===== src/include/eiw_consts.vh =====
`ifndef EIW_CONSTS_VH
`define EIW_CONSTS_VH
// ****************************************
// register map (byte addresses)
// ****************************************
`define EIW_ADDR_W 32
`define EIW_DATA_W 8
`define EIW_OFF_FLAGS 32'hE01FC140
`define EIW_OFF_WAKE 32'hE01FC144
`define EIW_OFF_IRQ_MASK 32'hE01FC148
`define EIW_OFF_STATUS 32'hE01FC14C
// ****************************************
// field layout and reset values
// ****************************************
`define EIW_NUM_IRQ 3
`define EIW_FLAGS_RST 3'h0
`define EIW_WAKE_RST 3'h0
`define EIW_MASK_RST 3'h0
`define EIW_RSVD_PAD 5'h00
`define EIW_SYNC_RST 3'h7
`define EIW_RDATA_RST 8'h00
`define EIW_STAT_PAD 4'h0
`endif


===== src/logic/eiw_ext_irq_wake.v =====
`timescale 1ns/1ps
`include "eiw_consts.vh"

module eiw_ext_irq_wake #(
  parameter NUM_IRQ = `EIW_NUM_IRQ,
  parameter ADDR_W = `EIW_ADDR_W,
  parameter DATA_W = `EIW_DATA_W
) (
  input wire i_clk,
  input wire i_rst_n,
  input wire [NUM_IRQ-1:0] i_pin_irq_n,
  input wire [NUM_IRQ-1:0] i_pin_routed,
  input wire i_power_down,
  input wire [ADDR_W-1:0] i_addr,
  input wire [DATA_W-1:0] i_wdata,
  input wire i_wr,
  input wire i_rd,
  output reg [DATA_W-1:0] o_rdata,
  output wire [NUM_IRQ-1:0] o_vic_irq,
  output wire o_wakeup,
  output wire o_irq
);

  // ****************************************
  // helper functions
  // ****************************************

  // exact match on the full byte address; a partial decode would alias
  function addr_hit;
    input [ADDR_W-1:0] addr;
    input [ADDR_W-1:0] base;

    begin
      addr_hit = (addr == base);
    end
  endfunction

  // kept as a function so the wake and irq paths combine lanes alike
  function any_set;
    input [NUM_IRQ-1:0] lanes;
    integer k;

    begin
      any_set = 1'h0;
      for (k = 0; k < NUM_IRQ; k = k + 1) begin
        any_set = any_set | lanes[k];
      end
    end
  endfunction

  // write one to clear; the event is or-ed in last so a same-cycle set wins
  function [NUM_IRQ-1:0] w1c_next;
    input [NUM_IRQ-1:0] cur;
    input wr_en;
    input [NUM_IRQ-1:0] clr;
    input [NUM_IRQ-1:0] set;
    reg [NUM_IRQ-1:0] tmp;

    begin
      tmp = cur;
      if (wr_en) begin
        tmp = tmp & ~clr;
      end
      w1c_next = tmp | set;
    end
  endfunction

  // reserved upper bits read as zero rather than left undefined
  function [DATA_W-1:0] pad_rd;
    input [NUM_IRQ-1:0] val;

    begin
      pad_rd = {`EIW_RSVD_PAD, val};
    end
  endfunction



  // ****************************************
  // pin synchronisers
  // ****************************************

  // pins are asynchronous; the first stage feeds only the second
  reg [NUM_IRQ-1:0] sync1_reg;
  reg [NUM_IRQ-1:0] sync2_reg;

  // reset to the idle high level so no false set follows reset
  always @(posedge i_clk or negedge i_rst_n) begin
    if (!i_rst_n) begin
      sync1_reg <= `EIW_SYNC_RST;
    end else begin
      sync1_reg <= i_pin_irq_n;
    end
  end

  always @(posedge i_clk or negedge i_rst_n) begin
    if (!i_rst_n) begin
      sync2_reg <= `EIW_SYNC_RST;
    end else begin
      sync2_reg <= sync1_reg;
    end
  end

  // routing selects come from same-clock pin-function logic, no sync needed
  wire [NUM_IRQ-1:0] pin_low;

  // active low, and only meaningful when routed to the pin
  assign pin_low = ~sync2_reg & i_pin_routed;



  // ****************************************
  // register decode
  // ****************************************

  // write selects
  wire wr_flags;
  wire wr_wake;
  wire wr_mask;
  wire wr_stat;

  assign wr_flags = i_wr && addr_hit(i_addr, `EIW_OFF_FLAGS);
  assign wr_wake = i_wr && addr_hit(i_addr, `EIW_OFF_WAKE);
  assign wr_mask = i_wr && addr_hit(i_addr, `EIW_OFF_IRQ_MASK);
  assign wr_stat = i_wr && addr_hit(i_addr, `EIW_OFF_STATUS);

  // read selects
  wire rd_flags;
  wire rd_wake;
  wire rd_mask;
  wire rd_stat;

  assign rd_flags = i_rd && addr_hit(i_addr, `EIW_OFF_FLAGS);
  assign rd_wake = i_rd && addr_hit(i_addr, `EIW_OFF_WAKE);
  assign rd_mask = i_rd && addr_hit(i_addr, `EIW_OFF_IRQ_MASK);
  assign rd_stat = i_rd && addr_hit(i_addr, `EIW_OFF_STATUS);

  // bits 7:3 of a write are dropped; software should keep them zero
  wire [NUM_IRQ-1:0] wr_bits;
  assign wr_bits = i_wdata[NUM_IRQ-1:0];



  // ****************************************
  // flag register
  // ****************************************

  reg [NUM_IRQ-1:0] flags_reg;
  reg [NUM_IRQ-1:0] flags_next;
  wire [NUM_IRQ-1:0] flag_set;
  wire [NUM_IRQ-1:0] flag_clr;

  assign flag_set = pin_low;
  // a low routed pin masks its own clear, so the flag stays while it is low
  assign flag_clr = wr_bits & ~pin_low;

  always @* begin
    flags_next = w1c_next(flags_reg, wr_flags, flag_clr, flag_set);
  end

  always @(posedge i_clk or negedge i_rst_n) begin
    if (!i_rst_n) begin
      flags_reg <= `EIW_FLAGS_RST;
    end else begin
      flags_reg <= flags_next;
    end
  end



  // ****************************************
  // wake enable register
  // ****************************************

  reg [NUM_IRQ-1:0] wake_reg;
  reg [NUM_IRQ-1:0] wake_next;

  always @* begin
    wake_next = wake_reg;

    if (wr_wake) begin
      wake_next = wr_bits;
    end
  end

  always @(posedge i_clk or negedge i_rst_n) begin
    if (!i_rst_n) begin
      wake_reg <= `EIW_WAKE_RST;
    end else begin
      wake_reg <= wake_next;
    end
  end



  // ****************************************
  // interrupt mask register
  // ****************************************

  reg [NUM_IRQ-1:0] mask_reg;
  reg [NUM_IRQ-1:0] mask_next;

  always @* begin
    mask_next = mask_reg;

    if (wr_mask) begin
      mask_next = wr_bits;
    end
  end

  always @(posedge i_clk or negedge i_rst_n) begin
    if (!i_rst_n) begin
      mask_reg <= `EIW_MASK_RST;
    end else begin
      mask_reg <= mask_next;
    end
  end



  // ****************************************
  // status register
  // ****************************************

  // sticky event bits: a rising flag sets, write one clears
  reg [NUM_IRQ-1:0] stat_reg;
  reg [NUM_IRQ-1:0] stat_next;
  reg [NUM_IRQ-1:0] flags_prev_reg;
  wire [NUM_IRQ-1:0] flag_rise;

  assign flag_rise = flags_reg & ~flags_prev_reg;

  always @* begin
    stat_next = w1c_next(stat_reg, wr_stat, wr_bits, flag_rise);
  end

  // flags of the cycle before, to find the rising edge
  always @(posedge i_clk or negedge i_rst_n) begin
    if (!i_rst_n) begin
      flags_prev_reg <= `EIW_FLAGS_RST;
    end else begin
      flags_prev_reg <= flags_reg;
    end
  end

  always @(posedge i_clk or negedge i_rst_n) begin
    if (!i_rst_n) begin
      stat_reg <= `EIW_FLAGS_RST;
    end else begin
      stat_reg <= stat_next;
    end
  end



  // ****************************************
  // read data
  // ****************************************

  // each register as the bus sees it
  wire [DATA_W-1:0] flags_rd;
  wire [DATA_W-1:0] wake_rd;
  wire [DATA_W-1:0] mask_rd;
  wire [DATA_W-1:0] stat_rd;

  assign flags_rd = pad_rd(flags_reg);
  assign wake_rd = pad_rd(wake_reg);
  assign mask_rd = pad_rd(mask_reg);
  assign stat_rd = pad_rd(stat_reg);

  // zero outside a read, so the bus never sees stale data
  reg [DATA_W-1:0] rdata_next;

  always @* begin
    rdata_next = `EIW_RDATA_RST;

    if (rd_flags) begin
      rdata_next = flags_rd;
    end else if (rd_wake) begin
      rdata_next = wake_rd;
    end else if (rd_mask) begin
      rdata_next = mask_rd;
    end else if (rd_stat) begin
      rdata_next = stat_rd;
    end
  end

  always @(posedge i_clk or negedge i_rst_n) begin
    if (!i_rst_n) begin
      o_rdata <= `EIW_RDATA_RST;
    end else begin
      o_rdata <= rdata_next;
    end
  end



  // ****************************************
  // wakeup request
  // ****************************************

  // controller enables are not seen here, so they cannot gate the wakeup
  wire [NUM_IRQ-1:0] wake_src;
  wire wake_any;

  assign wake_src = pin_low & wake_reg;
  assign wake_any = any_set(wake_src);

  // combinational so power control sees it without a clock; only while asleep
  assign o_wakeup = i_power_down && wake_any;



  // ****************************************
  // interrupt outputs
  // ****************************************

  // summary interrupt from status and mask
  wire [NUM_IRQ-1:0] irq_pend;

  assign irq_pend = stat_reg & mask_reg;
  assign o_irq = any_set(irq_pend);

  // flags go out as plain levels; the controller applies its own enables
  assign o_vic_irq = flags_reg;

endmodule // eiw_ext_irq_wake


===== config.mk =====
export PLATFORM = sky130hd
export DESIGN_NAME = eiw_ext_irq_wake
export DESIGN_NICKNAME = d
export VERILOG_FILES = /design/src/logic/eiw_ext_irq_wake.v
export VERILOG_INCLUDE_DIRS = /design/src /design/src/include
export SDC_FILE = /design/constraint.sdc
export NUM_CORES = 1
export LEC_CHECK = 0
export BUFFER_PORTS_ARGS = -buffer_cell sky130_fd_sc_hd__buf_2
export CAP_MARGIN = 10
export CORE_MARGIN = 2
export CORE_UTILIZATION = 46
export DETAILED_ROUTE_END_ITERATION = 6
export GPL_TIMING_DRIVEN = 0
export MAX_ROUTING_LAYER = met4
export PLACE_DENSITY = 0.83
export SYNTH_ARGS = -nofsm -noshare
export SYNTH_HDL_FRONTEND = slang
export SYNTH_SLANG_ARGS = --single-unit

===== constraint.sdc =====
create_clock -name i_clk -period 3.2 [get_ports i_clk]
set_input_delay 0.64 -clock i_clk [delete_from_list [all_inputs] [get_ports i_clk]]
set_output_delay 0.64 -clock i_clk [all_outputs]
set_load 0.005 [all_outputs]

---- Yosys cells after proc, flatten, opt, wreduce, memory -nomap -nowiden ----
Index checks and enable logic that the tools add are counted.
word-level totals
  output and inout port bits .............. 13
  word-level logic and storage cells ...... 45
  bits in registers ....................... 29
  input bits .............................. 51
cells by class
  reduce and logical (&&, ||, !) cells .... 9
  bitwise logic cells ..................... 18
  multiplexer cells ....................... 6
  eq/ne operators ......................... 4
operators with widths
  kind                                   number
  32-bit == test, second input constant  4
  8-bit 2-to-1 mux                       3
  3-bit AND                              7
  3-bit inverter                         5
  1-bit logical AND                      9
  3-bit 2-to-1 mux                       3
  3-bit OR                               2
  1-bit OR                               4

---- Depth between registers and ports, before layout ----
Gate-level depths: netlist of the first run.
  depth in word-level cells ............... 8
  mapped depth ............................ 4
  gate-level depth less buffers ........... 4

---- Worst setup path before layout of the first run ----
No wires, ideal clock.
  kind .................................... input-to-reg
  from .................................... input port i_addr[22]
  to ...................................... register mask_reg[0]
  stages on the path ...................... 4
  buffers on the path ..................... 0
  required time ........................... 3,072 ps
  setup time .............................. 128 ps
  path slack .............................. 1,235 ps
  data arrival time ....................... 1,838 ps
  cell sequence ........................... or4_4 -> nor3_4 -> nand4_2 -> mux2_1
between the ends
  longest elaborated chain between the ends .. 2
ends and longest elaborated chain
  item                  line                    source
  from (decl)           eiw_ext_irq_wake.v:14   input wire [ADDR_W-1:0] i_addr,
  32-bit == test        eiw_ext_irq_wake.v:34   addr_hit = (addr == base);
  1-bit logical AND     eiw_ext_irq_wake.v:124  assign wr_mask = i_wr && addr_hit(i_addr, `EIW_OFF_IRQ_MASK);
  to (signal assigned)  eiw_ext_irq_wake.v:213  mask_reg <= `EIW_MASK_RST;
  to (signal assigned)  eiw_ext_irq_wake.v:215  mask_reg <= mask_next;
  to (decl)             eiw_ext_irq_wake.v:200  reg [NUM_IRQ-1:0] mask_reg;
Every way passes these cells.
A chain may end at the register's enable or synchronous reset.

---- Worst setup path in the final report of the first run ----
  from .................................... input port i_pin_routed[0]
  to ...................................... output port o_wakeup
between the ends
  longest elaborated chain between the ends .. 5
ends and longest elaborated chain
  item                   line                    source
  from (decl)            eiw_ext_irq_wake.v:12   input wire [NUM_IRQ-1:0] i_pin_routed,
  3-bit AND              eiw_ext_irq_wake.v:108  assign pin_low = ~sync2_reg & i_pin_routed;
  3-bit AND              eiw_ext_irq_wake.v:306  assign wake_src = pin_low & wake_reg;
  1-bit OR (2 in a row)  eiw_ext_irq_wake.v:46   any_set = any_set | lanes[k];
  1-bit logical AND      eiw_ext_irq_wake.v:310  assign o_wakeup = i_power_down && wake_any;
  to (decl)              eiw_ext_irq_wake.v:20   output wire o_wakeup,
Every way passes these cells.

==> summary.txt, run 1 <==
Outcome - complete, no violations
Clk Tree Root Cell - clkbuf_4
Slew @ Worst Pin - 501.9 ps
Clk slew on worst S/H paths - 130 ps
Synthesized area - 1134 um^2
Pre-Repair DR Iteration Count - 4
Tot GR Track Use - 0.2074
Final Max Slew Viols - 0
Final Critical Period - 2013 ps
Hold WC Path Type - in2async
Via count - 918
Adder-cell share of the synthesized area - 0
Starting Density - 0.4981
Non-Filler Instances - 178
Gr ovfl total - 0
Max-Cap Viols - 0
Post-synthesis compound-gate area fraction - 0.06181
Worst skew pair latency - 320 ps
Placer Congestion - 0.7604
Post-DRT Antenna Nets - 0
Most common cell after layout, fill and taps aside - buf_2
# placed instances - 174
PostCTS Resize Cnt - 0
Worst-path fanout max - 3
Routed wire length - 2.391 mm
Die Wd - 53.64 um
Synth Area in Simple Gates - 0.2263
Crit-path most repeated cell - buf_2
Max Fclk - 496.9 MHz
Number of buffers created by CTS - 3
Nets - 202
Chip height - 53.64 um
Pwr dens - 391.3 nW/um^2
Core ar. - 2276 um^2
First-pass GRT wire length - 4.043 mm
Die area - 2877 um^2
TNS Setup - 0 ps
Mux cell area share after synthesis - 0.1192
Critical path class - in2out
Unrepaired setup endpoints after global routing - false
Slowest cell on the critical path - nor2b_1
Largest family of logic cells by synthesized area - simple AND/OR/NAND/NOR gates
Layout cells sized above 1 - 0.4933
Clock Skews - 8.423 ps
Netlist cell types - 29
Slew HR - 0.6654
Clk sink count - 24
HPWL Detailed - 2.010 mm
Peak VDD IR - 0.4305 mV
Setup WS pre-CTS - 1003 ps
Sequential Area - 608.1 um^2
Final setup fails - 0
Yosys reg bits - 24
FILL cells - 183
CTS tree - done
Initial DRC Count - 18
PortBufs - 52
Via/cell ratio - 5.157
Largest net degree at the start of global routing - 25
CP max stage delay - 210 ps
Pleak - 0.7817 nW
CTS Hold Bufs - 0
Crit path DAT - 1370 ps
Post-Synthesis Cells - 90
Crit path launch type - input pin
FP Rows - 17
Clk buf depth - 2
Final Cycle Share - 0.6289
Sequential area share after synthesis - 0.5364
Vias in the first global route - 1036
Multi-input logic area - 480.5 um^2
Final Power - 0.5855 mW
Yosys Warn Count - 0
Htree depth - 1
Area grow syn2layout - 32.01%
Boundary Pins - 64
Syn Area/Cell - 12.60 um^2
Post-Synth XOR/XNOR Area - 0
Most frequent cells in the layout - buf_2 (52), dfrtp_1 (18), nor2b_1 (12)
Hold Vio Cnt, Final - 0
Final worst slack - 1187 ps
Nature of the critical path endpoint - primary output
Postcts setup bufs - 0
Post-layout util - 0.6575
Critical path cell sequence - buf_2 > nor2b_1 > a22oi_1 > a21boi_0 > buf_2
Wire per inst - 13.43 um
Required @ worst endpoint - 2560 ps
Number of remaining DRC errors - 0
Initial antenna violation count - 0
Antenna diodes - 0
[Yosys cell counts]
library cell | n | area (um^2)
conb_1 | 1 | 3.750
nor3_1 | 1 | 5.000
clkbuf_1 | 1 | 3.750
nor2b_1 | 12 | 75.07
and4b_1 | 2 | 20.02
nor2_1 | 6 | 22.52
or4_4 | 1 | 11.26
dfstp_2 | 6 | 157.7
a22oi_1 | 1 | 7.510
nand2_1 | 2 | 7.510
a21boi_0 | 1 | 7.510
a21oi_1 | 3 | 15.01
nand3_1 | 1 | 5.000
nand4_1 | 2 | 12.51
nor3_4 | 1 | 16.27
inv_1 | 5 | 18.77
nor4_1 | 1 | 6.260
a222oi_1 | 1 | 10.01
a221o_1 | 3 | 30.03
mux4_2 | 3 | 67.56
nand4bb_1 | 2 | 22.52
nor3b_1 | 1 | 7.510
dfrtp_1 | 18 | 450.4
mux2_1 | 6 | 67.56
buf_4 | 5 | 37.54
and4_1 | 1 | 8.760
nor4b_1 | 1 | 8.760
nand4b_2 | 1 | 15.01
nand4_2 | 1 | 12.51
[cell families after synthesis]
group,after synthesis
buf+inv,11
simple gates,36
mux,9
flops,24
other cells,1
compound gates,9
[final cells by class]
type	count	area share
Sequential cell	24	0.4064
Multi-Input combinational cell	59	0.3211
Timing Repair Buffer	52	0.1739
Buffer	6	0.02759
Tap cell	28	0.02341
Clock inverter	1	0.02007
Clock buffer	3	0.01505
Inverter	5	0.01254
[metal layers]
layer	wire length, um	track usage	vias to the layer above	share of wire
met4	39	0.08547	0	0.016
met1	851	0.1817	437	0.36
li1	-	-	440	-
met5	0	-	-	0
met2	1376	0.3951	35	0.58
met3	123	0.07222	6	0.051
[where the power goes]
part | switching, mW | total, mW | internal (mW) | leakage (nW)
clock network | 0.0880 | 0.215 | 0.127 | 0.0279
registers | 0.00120 | 0.311 | 0.310 | 0.268
logic | 0.0246 | 0.0595 | 0.0349 | 0.486
[through the flow]
stage               hold slack [ps]  area, um^2
floorplan                     344.4        1149
global placement              346.6        1444
detailed placement            348.5        1444
CTS                           270.2        1496
global route                  295.8        1496
finish                        265.7        1496
[worst max-delay path: cells and delay by family]
family	cells	cell delay (ps)
and+or+nand+nor	1	210
AOI/OAI and AO/OA	2	310
buffers and inverters	2	220
[path summary, 6_finish.rpt]
check / start / endpoint / slack (ps) / cells past startpoint
max: i_pin_routed[0] / o_wakeup / 1190 / 5
min: i_rst_n / wake_reg[0] / 270 / 1
max reg2reg: stat_reg[0] / o_rdata[0] / 2050 / 2
min reg2reg: sync1_reg[2] / sync2_reg[2] / 370 / 0
max in group asynchronous: i_rst_n / sync2_reg[1] / 2570 / 1
min in group i_clk: sync1_reg[2] / sync2_reg[2] / 370 / 0
Power figures use the tool's default switching activity.
==> run 2: changes to the inputs <==
--- a/config.mk
+++ b/config.mk
@@ -6,6 +6,7 @@
 export SDC_FILE = /design/constraint.sdc
 export NUM_CORES = 1
 export LEC_CHECK = 0
+export ABC_AREA = 1
 export BUFFER_PORTS_ARGS = -buffer_cell sky130_fd_sc_hd__buf_2
 export CAP_MARGIN = 10
 export CORE_MARGIN = 2
@@ -13,7 +14,7 @@
 export DETAILED_ROUTE_END_ITERATION = 6
 export GPL_TIMING_DRIVEN = 0
 export MAX_ROUTING_LAYER = met4
-export PLACE_DENSITY = 0.83
+export PLACE_DENSITY = 0.79
 export SYNTH_ARGS = -nofsm -noshare
 export SYNTH_HDL_FRONTEND = slang
 export SYNTH_SLANG_ARGS = --single-unit
==> constraint.sdc (replaced) <==
create_clock -name i_clk -period 1.9 [get_ports i_clk]
set_input_delay 0.38 -clock i_clk [delete_from_list [all_inputs] [get_ports i_clk]]
set_output_delay 0.38 -clock i_clk [all_outputs]
set_load 0.005 [all_outputs]
==> summary.txt, run 2 <==
CTS tree - done
Max Fclk - 609.0 MHz
Dominant synthesized flop cell - dfrtp_1
Worst-path fanout max - 2 (-1)
Clk slew on worst S/H paths - 130 ps (about the same)
Slew @ Worst Pin - 503.2 ps (+1.372 ps)
Most Used Layer, Global Route - met2
CTS Hold Bufs - 0 (unchanged)
Crit-path most repeated cell - inv_1
Core ar. - 2805 um^2 (+23%)
Synth top area share - 0.3258 (-0.07156)
Crit path launch type - flip-flop
Clk Tree Root Cell - clkbuf_4
Async S/R FF share, synth - 1.000 (unchanged)
Initial antenna violation count - 0 (unchanged)
Critical path class - reg2out
Clk sink count - 24 (unchanged)
Yosys Warn Count - 0 (unchanged)
Number of buffers created by CTS - 3 (unchanged)
Sw power - 0.2137 mW (+88%)
Required @ worst endpoint - 1520 ps (-1040 ps)
PostCTS Resize Cnt - 0 (unchanged)
Tot GR Track Use - 0.1740 (-0.03335)
Final Cycle Share - 0.8643
Starting Density - 0.4929 (-0.005212)
Pre-Repair DR Iteration Count - 6 (+2)
Int Power - 0.7887 mW (+67%)
Clk buf depth - 2 (unchanged)
Postcts setup bufs - 0 (unchanged)
Die area - 3460 um^2 (+20%)
Flop pwr share - 0.523 (-0.009)
Peak VDD IR - 0.7301 mV (+70%)
Via count - 1274 (+39%)
Yosys reg bits - 24 (unchanged)
Met2 global-route usage - 0.2762 (-0.1189)
CP delay by family, top - flip-flops
Final Max Slew Viols - 0 (unchanged)
Ranking of synthesized cells by area - dfrtp_1 (33%), nand2_1 (12%), dfstp_2 (11%)
Boundary Pins - 64 (unchanged)
First-pass GRT wire length - 4.554 mm (+13%)
Most frequent cell after synthesis - nand2_1
FILL cells - 277 (+51%)
FP Rows - 19 (+2)
Crit path DAT - 1260 ps (-110 ps)
Die Wd - 58.83 um (+9.7%)
Final worst slack - 257.8 ps (-929.6 ps)
Layout cells sized above 1 - 0.3775 (-0.1158)
Vias in the first global route - 1137 (+9.7%)
Routed wire length - 2.611 mm (+9.2%)
Met3 Resource Use GR - 0.05275 (-0.01947)
Htree depth - 1 (unchanged)
Final Critical Period - 1642 ps
Synthesized area - 1383 um^2 (+22%)
Post-Synthesis Cells - 188 (+110%)
Slowest cell on the critical path - dfstp_2
Clock power share - 0.362 (-0.005)
Chip height - 58.83 um (+9.7%)
Nature of the critical path endpoint - primary output
TNS Setup - 0 ps (unchanged)
Via/cell ratio - 4.550 (-12%)
Largest net degree at the start of global routing - 25 (unchanged)
HPWL Detailed - 2.195 mm (+9.2%)
Hold Vio Cnt, Final - 0 (unchanged)
Pwr dens - 571.4 nW/um^2 (+46%)
Failing checks - design-rule violations
Initial DRC Count - 24 (+6)
Hold WC Path Type - in2async
Nets - 301 (+49%)
Synth top cells by count - nand2_1 (45), inv_1 (32), dfrtp_1 (18), nor2_1 (18), o21ai_1 (15)
Area leader, netlist - dfrtp_1
Max-Cap Viols - 0 (unchanged)
Slew HR - 0.6645 (-0.0009150)
Antenna diodes - 0 (unchanged)
Post-synth EDFFs - 0 (unchanged)
Worst skew pair latency - 320 ps (about the same)
Logic gate share of total power - 0.115 (+0.013)
Gr ovfl total - 0 (unchanged)
Final setup fails - 0 (unchanged)
Number of remaining DRC errors - 4 (+4)
Sequential area share after synthesis - 0.4398 (-0.09660)
Post-DRT Antenna Nets - 0 (unchanged)
Wire per inst - 9.325 um (-31%)
Netlist cell types - 18 (-38%)
Final Power - 1.002 mW (+71%)
Pleak - 0.9225 nW (+18%)
Critical path cell sequence - inv_1 > nand3_1 > o211ai_1 > nand2_1 > inv_1 > buf_2
Clock Skews - 9.648 ps (+1.225 ps)
Sw frac - 0.2132 (+0.01881)
R2R depth - 4 (+2)
Syn Area/Cell - 7.354 um^2 (-42%)
Placer Congestion - 0.8077 (+6.2%)
Crit path depth - 6 (+1)
Most common cell after layout, fill and taps aside - buf_2
Met1 Resource Use GR - 0.2211 (+0.03948)
Area grow syn2layout - 26.88%
Setup WS pre-CTS - 348.3 ps (-655.1 ps)
Outcome - finished, violations left
PortBufs - 53 (+1.9%)
WP buf/inv - 3 (+1)
CP max stage delay - 540 ps (+330 ps)
Most frequent cells in the layout - buf_2 (53), nand2_1 (45), inv_1 (32), nor2_1 (18), dfrtp_1 (18)
Unrepaired setup endpoints after global routing - false
run 2: changes by cell type in the layout (fill, tap and decap cells not counted), sizes merged, moves of 3 or more:
cell / delta
a21oi: -3
a221o: -3
inv: +31
mux2: -6
mux4: -3
nand2: +51
nand3: +14
nor2: +24
nor2b: -12
o21ai: +15
run 2: final timing paths:
| kind | from | end | slack [ps] |
|---|---|---|---|
| hold / removal | i_rst_n | flags_prev_reg[0] | 9 |
| max in group asynchronous | i_rst_n | sync2_reg[2] | 1530 |
| setup reg to reg | wake_reg[2] | o_rdata[2] | 1030 |
| setup / recovery | sync2_reg[1] | o_wakeup | 260 |
| hold reg to reg | sync1_reg[2] | sync2_reg[2] | 370 |
| min in group i_clk | i_pin_irq_n[0] | sync1_reg[0] | 140 |
run 2: area by class of cell:
cell class | instances | area, um^2 | area share
buffer | 5 | 37.54 | 0.02140
clock buffer | 3 | 22.52 | 0.01284
clock inverter | 1 | 30.03 | 0.01712
inverter | 36 | 135.1 | 0.07703
multi-input combinational | 127 | 616.8 | 0.3516
sequential | 24 | 608.1 | 0.3466
tap | 31 | 38.79 | 0.02211
timing repair buffer | 53 | 265.3 | 0.1512
run 2: logic make-up (layout without fill, tap and decap cells):
logic type      count (synthesis)  count (layout)  share of synthesized area
compound gates                 18              18                    0.07149
flops                          24              24                     0.4398
simple gates                  104             104                     0.3611
buf+inv                        41              98                     0.1249
other cells                     1               5                   0.002712
run 2: worst register-to-register path, stage by stage (launching register included):
cell and delay (ps):
dfrtp_1 410, inv_1 90, o2111ai_1 120, nand2_1 90
nand2_1 50
run 2: stage by stage:
step | cell area [um^2] | instances | utilization | hold slack, ps
2_1_floorplan | 1398 | 192 | - | 84.41
3_3_place_gp | 1702 | 276 | 0.6066 | 347.2
3_5_place_dp | 1702 | 276 | 0.6066 | 348.8
4_1_cts | 1754 | 280 | 0.6253 | 18.58
5_1_grt | 1754 | 280 | 0.6253 | 32.16
6_report | 1754 | 280 | 0.6253 | 8.850
run 2: power by group through the flow:
stage | combinational, mW | clock (mW) | sequential (mW)
floorplan | 0.0479 | 0 | 0.533
global placement | 0.115 | 0 | 0.533
detailed placement | 0.117 | 0 | 0.533
CTS | 0.117 | 0.368 | 0.524
global route | 0.134 | 0.392 | 0.525
finish | 0.115 | 0.363 | 0.524
run 2: metal layers:
layer | routed length (um) | vias up
met2 | 1228 | 36
met5 | 0 | -
met4 | 13 | 0
li1 | - | 688
met1 | 1196 | 548
met3 | 172 | 2
